<file path="config.mk">
export PLATFORM = sky130hd
export DESIGN_NAME = drs_ref_select
export DESIGN_NICKNAME = d
export VERILOG_FILES = /design/src/shared/drs_pkg.sv /design/src/hw/drs_prio_pick.sv /design/src/hw/drs_ref_select.sv
export SDC_FILE = /design/constraint.sdc
export NUM_CORES = 1
export LEC_CHECK = 0
export BUFFER_PORTS_ARGS = -buffer_cell sky130_fd_sc_hd__buf_2
export CAP_MARGIN = 30
export CELL_PAD_IN_SITES_DETAIL_PLACEMENT = 0
export CELL_PAD_IN_SITES_GLOBAL_PLACEMENT = 1
export CORE_UTILIZATION = 42
export CTS_CLUSTER_DIAMETER = 120
export CTS_CLUSTER_SIZE = 20
export DETAILED_ROUTE_END_ITERATION = 12
export HOLD_SLACK_MARGIN = 0.05
export PLACE_DENSITY_LB_ADDON = 0.25
export SYNTH_ARGS = -nofsm -noshare
export SYNTH_HDL_FRONTEND = slang
export SYNTH_SLANG_ARGS = --single-unit
export TNS_END_PERCENT = 5
</file>
<file path="constraint.sdc">
create_clock -name clk_sys -period 65 [get_ports clk_sys]
set_input_delay 13 -clock clk_sys [delete_from_list [all_inputs] [get_ports clk_sys]]
set_output_delay 13 -clock clk_sys [all_outputs]
set_load 0.02 [all_outputs]
</file>
<file path="src/shared/drs_pkg.sv">
// Purpose: Shared constants and carriers for dual path reference select
// Assumes: One system clock, monitors on the same clock
// Notes:   Priority 1 is the most preferred value, 0 excludes an input
package drs_pkg;
	// Input and reference counts
	localparam int N_IN       = 18;
	localparam int N_REF      = 14;
	localparam int N_MAIN_OUT = 11;
	localparam int N_AUX_OUT  = 9;
	localparam int N_PIN      = 4;
	localparam int PRIO_W     = 4;
	localparam int FREQ_W     = 16;
	localparam int MEAS_W     = 16;
	// Reset value of the per-port enables: all disabled
	localparam logic [N_IN-1:0] PORT_EN_RST = 18'h00000;
	// Main loop bandwidth: ten steps, 0.1 Hz to 70 Hz
	localparam int BW_MAIN_MIN_MHZ = 100;
	localparam int BW_MAIN_MAX_MHZ = 70000;
	localparam logic [3:0] BW_MAIN_STEPS = 4'hA;
	localparam logic [3:0] BW_MAIN_RST   = 4'h0;
	// Auxiliary loop bandwidth codes
	localparam logic [1:0] BW_AUX_18HZ = 2'h0;
	localparam logic [1:0] BW_AUX_35HZ = 2'h1;
	localparam logic [1:0] BW_AUX_70HZ = 2'h2;
	// Fixed loop rates in kHz
	localparam logic [16:0] MAIN_DDS_KHZ = 17'h12FC0; // 77760 kHz
	localparam logic [16:0] FOLLOW_KHZ   = 17'h00008; // 8 kHz
	// Accepted input range in kHz, divider reach
	localparam int IN_MIN_KHZ   = 2;
	localparam int IN_MAX_KHZ   = 155520;
	localparam int DIVN_MAX_KHZ = 100000;
	localparam logic [13:0] DIVN_N_MIN = 14'h0001; // ratio 2
	localparam logic [13:0] DIVN_N_MAX = 14'h30D3; // ratio 12500
	localparam logic [3:0] HOLD_SHIFT_RST = 4'h8;
	// Path modes, one-hot
	typedef enum logic [2:0] {
		MODE_FREE = 3'b001,
		MODE_LOCK = 3'b010,
		MODE_HOLD = 3'b100
	} drs_mode_e;
	// Per-path software control
	typedef struct packed {
		logic              force_en;
		logic [3:0]        force_sel;
	} drs_path_cfg_s;
	// Per-path status
	typedef struct packed {
		drs_mode_e         mode;
		logic              have;
		logic [3:0]        sel;
	} drs_path_stat_s;
endpackage : drs_pkg

</file>
<file path="src/hw/drs_prio_pick.sv">
// Purpose: Pick the eligible reference with the best priority value
// Assumes: Priorities unique per path; lowest index wins any tie
// Notes:   Purely combinational, result registered by the caller
`timescale 1ns/10ps
module drs_prio_pick (
	// Candidates
	input  wire logic [drs_pkg::N_REF-1:0]                    avail,
	input  wire logic [drs_pkg::N_REF-1:0][drs_pkg::PRIO_W-1:0] prio,
	// Result
	output logic                                              found,
	output logic [3:0]                                        idx
);
	logic [drs_pkg::N_REF-1:0] elig;
	logic [drs_pkg::PRIO_W-1:0] best;

	// Zero priority removes an input from the table
	genvar gi;
	generate
		for (gi = 0; gi < drs_pkg::N_REF; gi++) begin : g_elig
			assign elig[gi] = avail[gi] && (prio[gi] != 4'h0);
		end
	endgenerate

	// Lowest nonzero value is the most preferred
	always_comb begin
		found = 1'b0;
		idx   = 4'h0;
		best  = 4'hF;
		for (int i = 0; i < drs_pkg::N_REF; i++) begin
			if (elig[i] && (!found || prio[i] < best)) begin
				found = 1'b1;
				best  = prio[i];
				idx   = 4'(i);
			end
		end
	end
endmodule : drs_prio_pick

</file>
<file path="src/hw/drs_ref_select.sv">
// Purpose: Reference selection and mode control for main and aux paths
// Assumes: Monitor flags and edges are on clk_sys; config ports are static
// Notes:   Loop arithmetic lives elsewhere; this block steers it
`timescale 1ns/10ps
module drs_ref_select (
	// Clock and reset
	input  wire logic                       clk_sys,
	input  wire logic                       nrst,
	// Monitor results and reference edges
	input  wire logic [17:0]                mon_valid,
	input  wire logic [17:0]                ref_edge,
	// Port enables and priority tables
	input  wire logic [17:0]                port_en,
	input  wire logic [13:0][3:0]           main_prio,
	input  wire logic [13:0][3:0]           aux_prio,
	// Path control
	input  wire drs_pkg::drs_path_cfg_s     main_cfg,
	input  wire drs_pkg::drs_path_cfg_s     aux_cfg,
	input  wire logic                       main_sw_hold,
	input  wire logic                       main_sw_mode_en,
	input  wire drs_pkg::drs_mode_e         main_sw_mode,
	input  wire logic                       main_nonrev,
	input  wire logic                       aux_follow,
	// Main loop extras
	input  wire logic                       pbo_en,
	input  wire logic signed [15:0]         loop_phase_err,
	input  wire logic signed [15:0]         io_phase_ofs,
	input  wire logic signed [15:0]         loop_freq,
	input  wire logic                       man_hold_en,
	input  wire logic signed [15:0]         man_hold_freq,
	input  wire logic [3:0]                 hold_shift,
	input  wire logic                       noise_rej_en,
	input  wire logic                       fsync_en,
	input  wire logic [3:0]                 main_bw,
	input  wire logic [1:0]                 aux_bw,
	input  wire logic [13:0]                divn_n,
	// Output routing
	input  wire logic [10:0]                out_use_aux,
	input  wire logic [3:0][3:0]            pin_src,
	// Phase measurement selects
	input  wire logic [4:0]                 meas_a,
	input  wire logic [4:0]                 meas_b,
	// Status
	output drs_pkg::drs_path_stat_s         main_stat_reg,
	output drs_pkg::drs_path_stat_s         aux_stat_reg,
	output logic [17:0]                     port_en_reg,
	// Loop steering
	output logic signed [15:0]              phase_adj_reg,
	output logic                            pbo_load_reg,
	output logic signed [15:0]              hold_freq_reg,
	output logic [3:0]                      main_bw_reg,
	output logic [1:0]                      aux_bw_reg,
	output logic [16:0]                     main_dds_khz_reg,
	output logic [16:0]                     aux_lock_khz_reg,
	output logic                            aux_src_main_reg,
	output logic [13:0]                     divn_n_reg,
	output logic                            divn_ok_reg,
	output logic                            noise_rej_reg,
	output logic                            fsync_reg,
	// Output routing
	output logic [10:0]                     out_use_aux_reg,
	output logic [3:0][3:0]                 pin_src_reg,
	output logic [3:0]                      pin_en_reg,
	// Phase measurement
	output logic [15:0]                     meas_cycles_reg,
	output logic                            meas_done_reg
);
	logic [13:0]              avail;
	logic                     main_found;
	logic [3:0]               main_pick;
	logic                     aux_found;
	logic [3:0]               aux_pick;
	logic                     main_have_next;
	logic [3:0]               main_sel_next;
	logic                     aux_have_next;
	logic [3:0]               aux_sel_next;
	drs_pkg::drs_mode_e       main_mode_next;
	drs_pkg::drs_mode_e       aux_mode_next;
	logic signed [15:0]       avg_reg;
	logic signed [15:0]       pbo_ofs_reg;
	logic                     switch_reg;
	logic                     meas_run_reg;
	logic [15:0]              meas_cnt_reg;

	////////////////////////////////////////////////////////////////////////
	// Availability and priority picking

	// Port enables start cleared
	// ports disabled after reset
	always_ff @(posedge clk_sys or negedge nrst) begin
		if (!nrst) begin
			port_en_reg <= drs_pkg::PORT_EN_RST;
		end else begin
			port_en_reg <= port_en;
		end
	end

	// Only the first 14 inputs feed the tables; monitors act without delay
	// fourteen usable references
	assign avail = port_en_reg[13:0] & mon_valid[13:0];

	drs_prio_pick u_main_pick (
		.avail (avail),
		.prio  (main_prio),
		.found (main_found),
		.idx   (main_pick)
	);

	drs_prio_pick u_aux_pick (
		.avail (avail),
		.prio  (aux_prio),
		.found (aux_found),
		.idx   (aux_pick)
	);

	////////////////////////////////////////////////////////////////////////
	// Main path selection and mode

	// Forced pick wins; non-revertive keeps a still valid choice
	// forced reference
	always_comb begin
		main_sel_next  = main_pick;
		main_have_next = main_found;
		if (main_cfg.force_en) begin
			main_sel_next  = main_cfg.force_sel;
			main_have_next = (main_cfg.force_sel < 4'hE) &&
				avail[main_cfg.force_sel];
		end else if (main_nonrev && main_stat_reg.have &&
				avail[main_stat_reg.sel] &&
				main_prio[main_stat_reg.sel] != 4'h0) begin
			main_sel_next  = main_stat_reg.sel;
			main_have_next = 1'b1;
		end
	end

	// Software mode beats forced holdover, which beats automatic moves
	// holdover without reference
	always_comb begin
		main_mode_next = main_stat_reg.mode;
		if (main_sw_mode_en) begin
			main_mode_next = main_sw_mode;
		end else if (main_sw_hold) begin
			main_mode_next = drs_pkg::MODE_HOLD;
		end else begin
			case (main_stat_reg.mode)
				drs_pkg::MODE_FREE: begin
					if (main_have_next) main_mode_next = drs_pkg::MODE_LOCK;
				end
				drs_pkg::MODE_LOCK: begin
					if (!main_have_next) main_mode_next = drs_pkg::MODE_HOLD;
				end
				drs_pkg::MODE_HOLD: begin
					if (main_have_next) main_mode_next = drs_pkg::MODE_LOCK;
				end
				default: main_mode_next = drs_pkg::MODE_FREE;
			endcase
		end
	end

	// Status register, reevaluated every cycle
	// readable mode and input
	always_ff @(posedge clk_sys or negedge nrst) begin
		if (!nrst) begin
			main_stat_reg <= '{mode: drs_pkg::MODE_FREE, have: 1'b0,
				sel: 4'h0};
			switch_reg    <= 1'b0;
		end else begin
			main_stat_reg <= '{mode: main_mode_next, have: main_have_next,
				sel: main_sel_next};
			switch_reg    <= main_have_next && main_stat_reg.have &&
				(main_sel_next != main_stat_reg.sel);
		end
	end

	////////////////////////////////////////////////////////////////////////
	// Aux path selection and mode

	// Simple machine, steered only through reference choice, or main mode when following
	// aux not settable
	always_comb begin
		aux_sel_next  = aux_pick;
		aux_have_next = aux_found;
		if (aux_cfg.force_en) begin
			aux_sel_next  = aux_cfg.force_sel;
			aux_have_next = (aux_cfg.force_sel < 4'hE) &&
				avail[aux_cfg.force_sel];
		end
		if (aux_follow) begin
			aux_have_next = main_stat_reg.mode != drs_pkg::MODE_FREE;
		end
		case (aux_stat_reg.mode)
			drs_pkg::MODE_FREE: aux_mode_next = aux_have_next ?
				drs_pkg::MODE_LOCK : drs_pkg::MODE_FREE;
			drs_pkg::MODE_LOCK: aux_mode_next = aux_have_next ?
				drs_pkg::MODE_LOCK : drs_pkg::MODE_HOLD;
			drs_pkg::MODE_HOLD: aux_mode_next = aux_have_next ?
				drs_pkg::MODE_LOCK : drs_pkg::MODE_HOLD;
			default: aux_mode_next = drs_pkg::MODE_FREE;
		endcase
	end

	always_ff @(posedge clk_sys or negedge nrst) begin
		if (!nrst) begin
			aux_stat_reg <= '{mode: drs_pkg::MODE_FREE, have: 1'b0,
				sel: 4'h0};
		end else begin
			aux_stat_reg <= '{mode: aux_mode_next, have: aux_have_next,
				sel: aux_sel_next};
		end
	end

	// Follow mode locks to the main 8 kHz, else to the own reference
	// aux from main
	always_ff @(posedge clk_sys or negedge nrst) begin
		if (!nrst) begin
			aux_src_main_reg <= 1'b0;
			aux_lock_khz_reg <= 17'h00000;
		end else begin
			aux_src_main_reg <= aux_follow;
			aux_lock_khz_reg <= aux_follow ? drs_pkg::FOLLOW_KHZ : 17'h00000;
		end
	end

	////////////////////////////////////////////////////////////////////////
	// Holdover frequency and phase build-out

	// Average only while locked to a good input, so failure freezes it
	// long-term average
	always_ff @(posedge clk_sys or negedge nrst) begin
		if (!nrst) begin
			avg_reg       <= 16'sh0000;
			hold_freq_reg <= 16'sh0000;
		end else begin
			if (main_stat_reg.mode == drs_pkg::MODE_LOCK &&
					main_stat_reg.have && main_have_next) begin
				avg_reg <= 16'(avg_reg + ((loop_freq - avg_reg) >>> hold_shift));
			end
			hold_freq_reg <= man_hold_en ? man_hold_freq : avg_reg;
		end
	end

	// Absorb the new reference's phase step, hiding it from the output
	// build-out on switch
	always_ff @(posedge clk_sys or negedge nrst) begin
		if (!nrst) begin
			pbo_ofs_reg   <= 16'sh0000;
			pbo_load_reg  <= 1'b0;
			phase_adj_reg <= 16'sh0000;
		end else begin
			pbo_load_reg <= switch_reg && pbo_en;
			if (switch_reg && pbo_en) begin
				pbo_ofs_reg <= 16'(pbo_ofs_reg - loop_phase_err);
			end
			phase_adj_reg <= 16'(pbo_ofs_reg + io_phase_ofs);
		end
	end

	////////////////////////////////////////////////////////////////////////
	// Loop settings

	// Out of range bandwidth codes are ignored, keeping the last good setting
	// bandwidth steps
	always_ff @(posedge clk_sys or negedge nrst) begin
		if (!nrst) begin
			main_bw_reg      <= drs_pkg::BW_MAIN_RST;
			aux_bw_reg       <= drs_pkg::BW_AUX_18HZ;
			main_dds_khz_reg <= drs_pkg::MAIN_DDS_KHZ;
			divn_n_reg       <= drs_pkg::DIVN_N_MIN;
			divn_ok_reg      <= 1'b0;
			noise_rej_reg    <= 1'b0;
			fsync_reg        <= 1'b0;
		end else begin
			if (main_bw < drs_pkg::BW_MAIN_STEPS) main_bw_reg <= main_bw;
			if (aux_bw <= drs_pkg::BW_AUX_70HZ) aux_bw_reg <= aux_bw;
			main_dds_khz_reg <= drs_pkg::MAIN_DDS_KHZ;
			divn_n_reg       <= divn_n;
			divn_ok_reg      <= (divn_n >= drs_pkg::DIVN_N_MIN) &&
				(divn_n <= drs_pkg::DIVN_N_MAX);
			noise_rej_reg    <= noise_rej_en;
			fsync_reg        <= fsync_en;
		end
	end

	////////////////////////////////////////////////////////////////////////
	// Output routing

	// Sources past the last output leave the pin undriven by the mux
	// output counts
	always_ff @(posedge clk_sys or negedge nrst) begin
		if (!nrst) begin
			out_use_aux_reg <= 11'h000;
			pin_src_reg     <= '0;
			pin_en_reg      <= 4'h0;
		end else begin
			out_use_aux_reg <= out_use_aux;
			pin_src_reg     <= pin_src;
			for (int p = 0; p < drs_pkg::N_PIN; p++) begin
				pin_en_reg[p] <= pin_src[p] < 4'hB;
			end
		end
	end

	////////////////////////////////////////////////////////////////////////
	// Aux phase measurement between two inputs

	// Counts cycles from an edge on A to the next edge on B
	// phase difference
	always_ff @(posedge clk_sys or negedge nrst) begin
		if (!nrst) begin
			meas_run_reg    <= 1'b0;
			meas_cnt_reg    <= 16'h0000;
			meas_cycles_reg <= 16'h0000;
			meas_done_reg   <= 1'b0;
		end else begin
			meas_done_reg <= 1'b0;
			if (meas_run_reg && meas_b < 5'h12 && ref_edge[meas_b]) begin
				meas_run_reg    <= 1'b0;
				meas_cycles_reg <= meas_cnt_reg;
				meas_done_reg   <= 1'b1;
			end else if (meas_run_reg) begin
				meas_cnt_reg <= 16'(meas_cnt_reg + 16'h0001);
			end else if (meas_a < 5'h12 && ref_edge[meas_a]) begin
				meas_run_reg <= 1'b1;
				meas_cnt_reg <= 16'h0001;
			end
		end
	end
endmodule : drs_ref_select

</file>
==> results.sh <==
export IMPL_chipWidth_microns=194
export IMPL_fmax_mhz=27.1
export IMPL_drt_pass1_iterations=5
export IMPL_relSlewSlack_pct=31.5
export IMPL_p_comb_share_pct=57.4
export IMPL_cts_resized=0
export IMPL_internal_power_w=0.000363
export IMPL_grt_max_degree=74
export IMPL_worst_pin_slew_ns=1.01
export IMPL_power_leakage_nw=9.52
export IMPL_p_switching_w=0.000288
export IMPL_synth_largest_area_cell="dfrtp_1"
export IMPL_ys_types=101
export IMPL_fin_cells=2734
export IMPL_drcViolationCount=0
export IMPL_track_usage_pct=24.8
export IMPL_syn_inst=1805
export IMPL_start_util_pct=42.6
export IMPL_synth_top_area_share_pct=29.9
export IMPL_drt_iter0_markers=835
export IMPL_viasPerCell=5.41
export IMPL_synth_async_reset_ratio_pct=100
export IMPL_postRouteAntennaNets=0
export IMPL_synth_common_cells="nand2_1, dfrtp_1, inv_1, nor2_1, a21oi_1"
export IMPL_largest_register_ff_count=18
export IMPL_n_fill_cell=3558
export IMPL_io_pins=487
export IMPL_num_nets_final=2668
export IMPL_finalMaxSlewViolations=0
export IMPL_vias=14800
export IMPL_first_global_vias=14300
export IMPL_powerDensity_nw_per_um2=34.6
export IMPL_die_area_sq_um=37800
export IMPL_grt_pass1_wl_microns=74600
export IMPL_ctsHoldBuffers=0
export IMPL_cp_common_cell="ha_1"
export IMPL_wirelength_microns=47400
export IMPL_max_cap_violations=0
export IMPL_cts_htree_levels=4
export IMPL_cts_setup_buffers=0
export IMPL_setup_viol=0
export IMPL_cts_path_max_buffers=2
export IMPL_synthTopCellsByArea="dfrtp_1, ha_1, nand2_1, a21oi_1, o21ai_0"
export IMPL_syn_avg_cell_area_sq_um=8.62
export IMPL_core_sq_um=36500
export IMPL_critPathMaxFanout=12
export IMPL_synth_edf_count=0
export IMPL_syn_cell_area_sq_um=15600
export IMPL_place_inst=2682
export IMPL_setup_ws_ns=28.15
export IMPL_min_period_ns=36.85
export IMPL_critical_path_class="primary input to register"
export IMPL_crit_slowest_cell="a2111oi_0"
export IMPL_syn_to_final_growth_pct=21.0
export IMPL_root_buffer="clkbuf_16"
export IMPL_routedWlPerCell_microns=17.3
export IMPL_setup_tns_ns=0
export IMPL_p_sw_share_pct=44.2
export IMPL_path_clk_slew_ns=0.09
export IMPL_fp_dieH_microns=194
export IMPL_rows=70
export IMPL_hp_class="register to register"
export IMPL_final_util_pct=51.6
export IMPL_fin_crit_sh_pct=56.7
export IMPL_outcome="completed"
export IMPL_antenna_found_initial=24
export IMPL_cp_start_kind="primary input"
export IMPL_overflow=0
export IMPL_cp_slowest_stage_delay_ns=0.76
export IMPL_ys_flop_type="dfrtp_1"
export IMPL_clock_sinks=189
export IMPL_dp_hpwl_microns=39000
export IMPL_vdd_drop_max_mv=0.0203
export IMPL_critPathRequiredTime_ns=65.33
export IMPL_pre_cts_ws_ns=27.93
export IMPL_whs_ns=0.473
export IMPL_yosysSeqAreaShare_pct=30.4
export IMPL_cts_buffers_inserted=17
export IMPL_cts_tree="yes"
export IMPL_cp_end_kind="register"
export IMPL_gp_congestion=0.915
export IMPL_seqPwrFrac_pct=24.6
export IMPL_p_clk_share_pct=17.9
export IMPL_clkLatencyLatePin_ns=0.46
export IMPL_hold_violations=0
export IMPL_yosysMostFrequentCell="nand2_1"
export IMPL_drive_above_1_share_pct=26.0
export IMPL_ys_ff_latch=189
export IMPL_io_buffer_count=449
export IMPL_grt_setup_unrepaired="no"
export IMPL_fin_skew_ns=0.0160
export IMPL_synth_warnings=0
export IMPL_cp_arrival_ns=37.18
-- placed cells by master, fill, tap and decap left out, types with 16 or more instances in the layout --
master,Yosys,routed
mux2i_1,48,48
nor2_1,139,139
nand3_1,30,30
o21a_1,29,29
inv_1,142,142
nor3_1,30,29
ha_1,117,117
nand2_1,204,204
mux2_2,26,26
xnor2_1,52,52
diode_2,0,20
xor2_1,31,31
mux4_2,21,21
nor2b_1,16,16
and2_1,22,22
buf_2,6,449
conb_1,2,33
o21ai_0,113,113
a21o_1,59,59
nand2b_1,22,22
dfrtp_1,186,186
a21oi_1,125,125
clkbuf_16,0,17
nor4_1,28,28
o21bai_1,31,31
-- power by group through the flow --
stage	combinational [W]	sequential (W)	clock, W
after global routing	0.000418	0.000164	0.000124
after global placement	0.000364	0.000162	0
after detailed placement	0.000373	0.000163	0
after floorplan	0.000270	0.000176	0
after CTS	0.000376	0.000161	0.000120
final	0.000374	0.000160	0.000117
-- area by class of cell --
type | instances | area [sq um] | share of cell area [%]
Clock inverter | 15 | 226 | 1.20
Clock buffer | 17 | 425 | 2.26
Inverter | 142 | 533 | 2.83
Tap cell | 468 | 586 | 3.11
Antenna cell | 20 | 50.0 | 0.266
Multi-Input combinational cell | 1428 | 9980 | 53.0
Sequential cell | 189 | 4730 | 25.1
Timing Repair Buffer | 455 | 2290 | 12.2
-- final timing paths --
path / from / to / slack (ns) / cells after the start
min in group asynchronous: nrst / pin_src_reg[10]$_DFF_PN0_ / 12.50 / 1
setup / recovery: main_prio[1] / switch_reg$_DFF_PN0_ / 28.15 / 107
hold reg to reg: meas_cycles_reg[13]$_DFFE_PN0P_ / meas_cycles_reg[13]$_DFFE_PN0P_ / 0.47 / 2
hold / removal: meas_cycles_reg[13]$_DFFE_PN0P_ / meas_cycles_reg[13]$_DFFE_PN0P_ / 0.47 / 2
max in group asynchronous: nrst / divn_n_reg[8]$_DFF_PN0_ / 51.18 / 2
setup reg to reg: port_en_reg[0]$_DFF_PN0_ / switch_reg$_DFF_PN0_ / 40.74 / 106
-- metal layers --
metal,GRT usage [%],share of wire [%],up-vias
met1,31.9,44,6936
li1,-,-,7316
met3,6.09,6.5,74
met5,0,0.20,-
met4,7.79,2.1,16
met2,40.8,47,460
-- logic make-up after synthesis --
family / share of synthesized area, %
AND/OR/NAND/NOR: 17.7
AO/OA/AOI/OAI: 22.2
buffers and inverters: 6.20
flip-flops: 30.4
adder cells (fa/ha/maj): 10.2
multiplexers: 8.53
XOR/XNOR: 4.67
other: 0.0483
-- stage by stage --
step / area [sq um] / total power, W
detailed placement: 18100 / 0.000536
finish: 18800 / 0.000651
floorplan: 15700 / 0.000446
global placement: 18100 / 0.000525
CTS: 18800 / 0.000657
global route: 18800 / 0.000706
-- critical path, delay by kind of cell --
family | cells | cell delay [ns]
adder cells (fa/ha/maj) | 13 | 3.80
AO/OA/AOI/OAI | 40 | 10.30
buffers and inverters | 10 | 0.75
multiplexers | 6 | 1.36
AND/OR/NAND/NOR | 38 | 7.92
No activity file was read; power rests on OpenSTA's default activity.
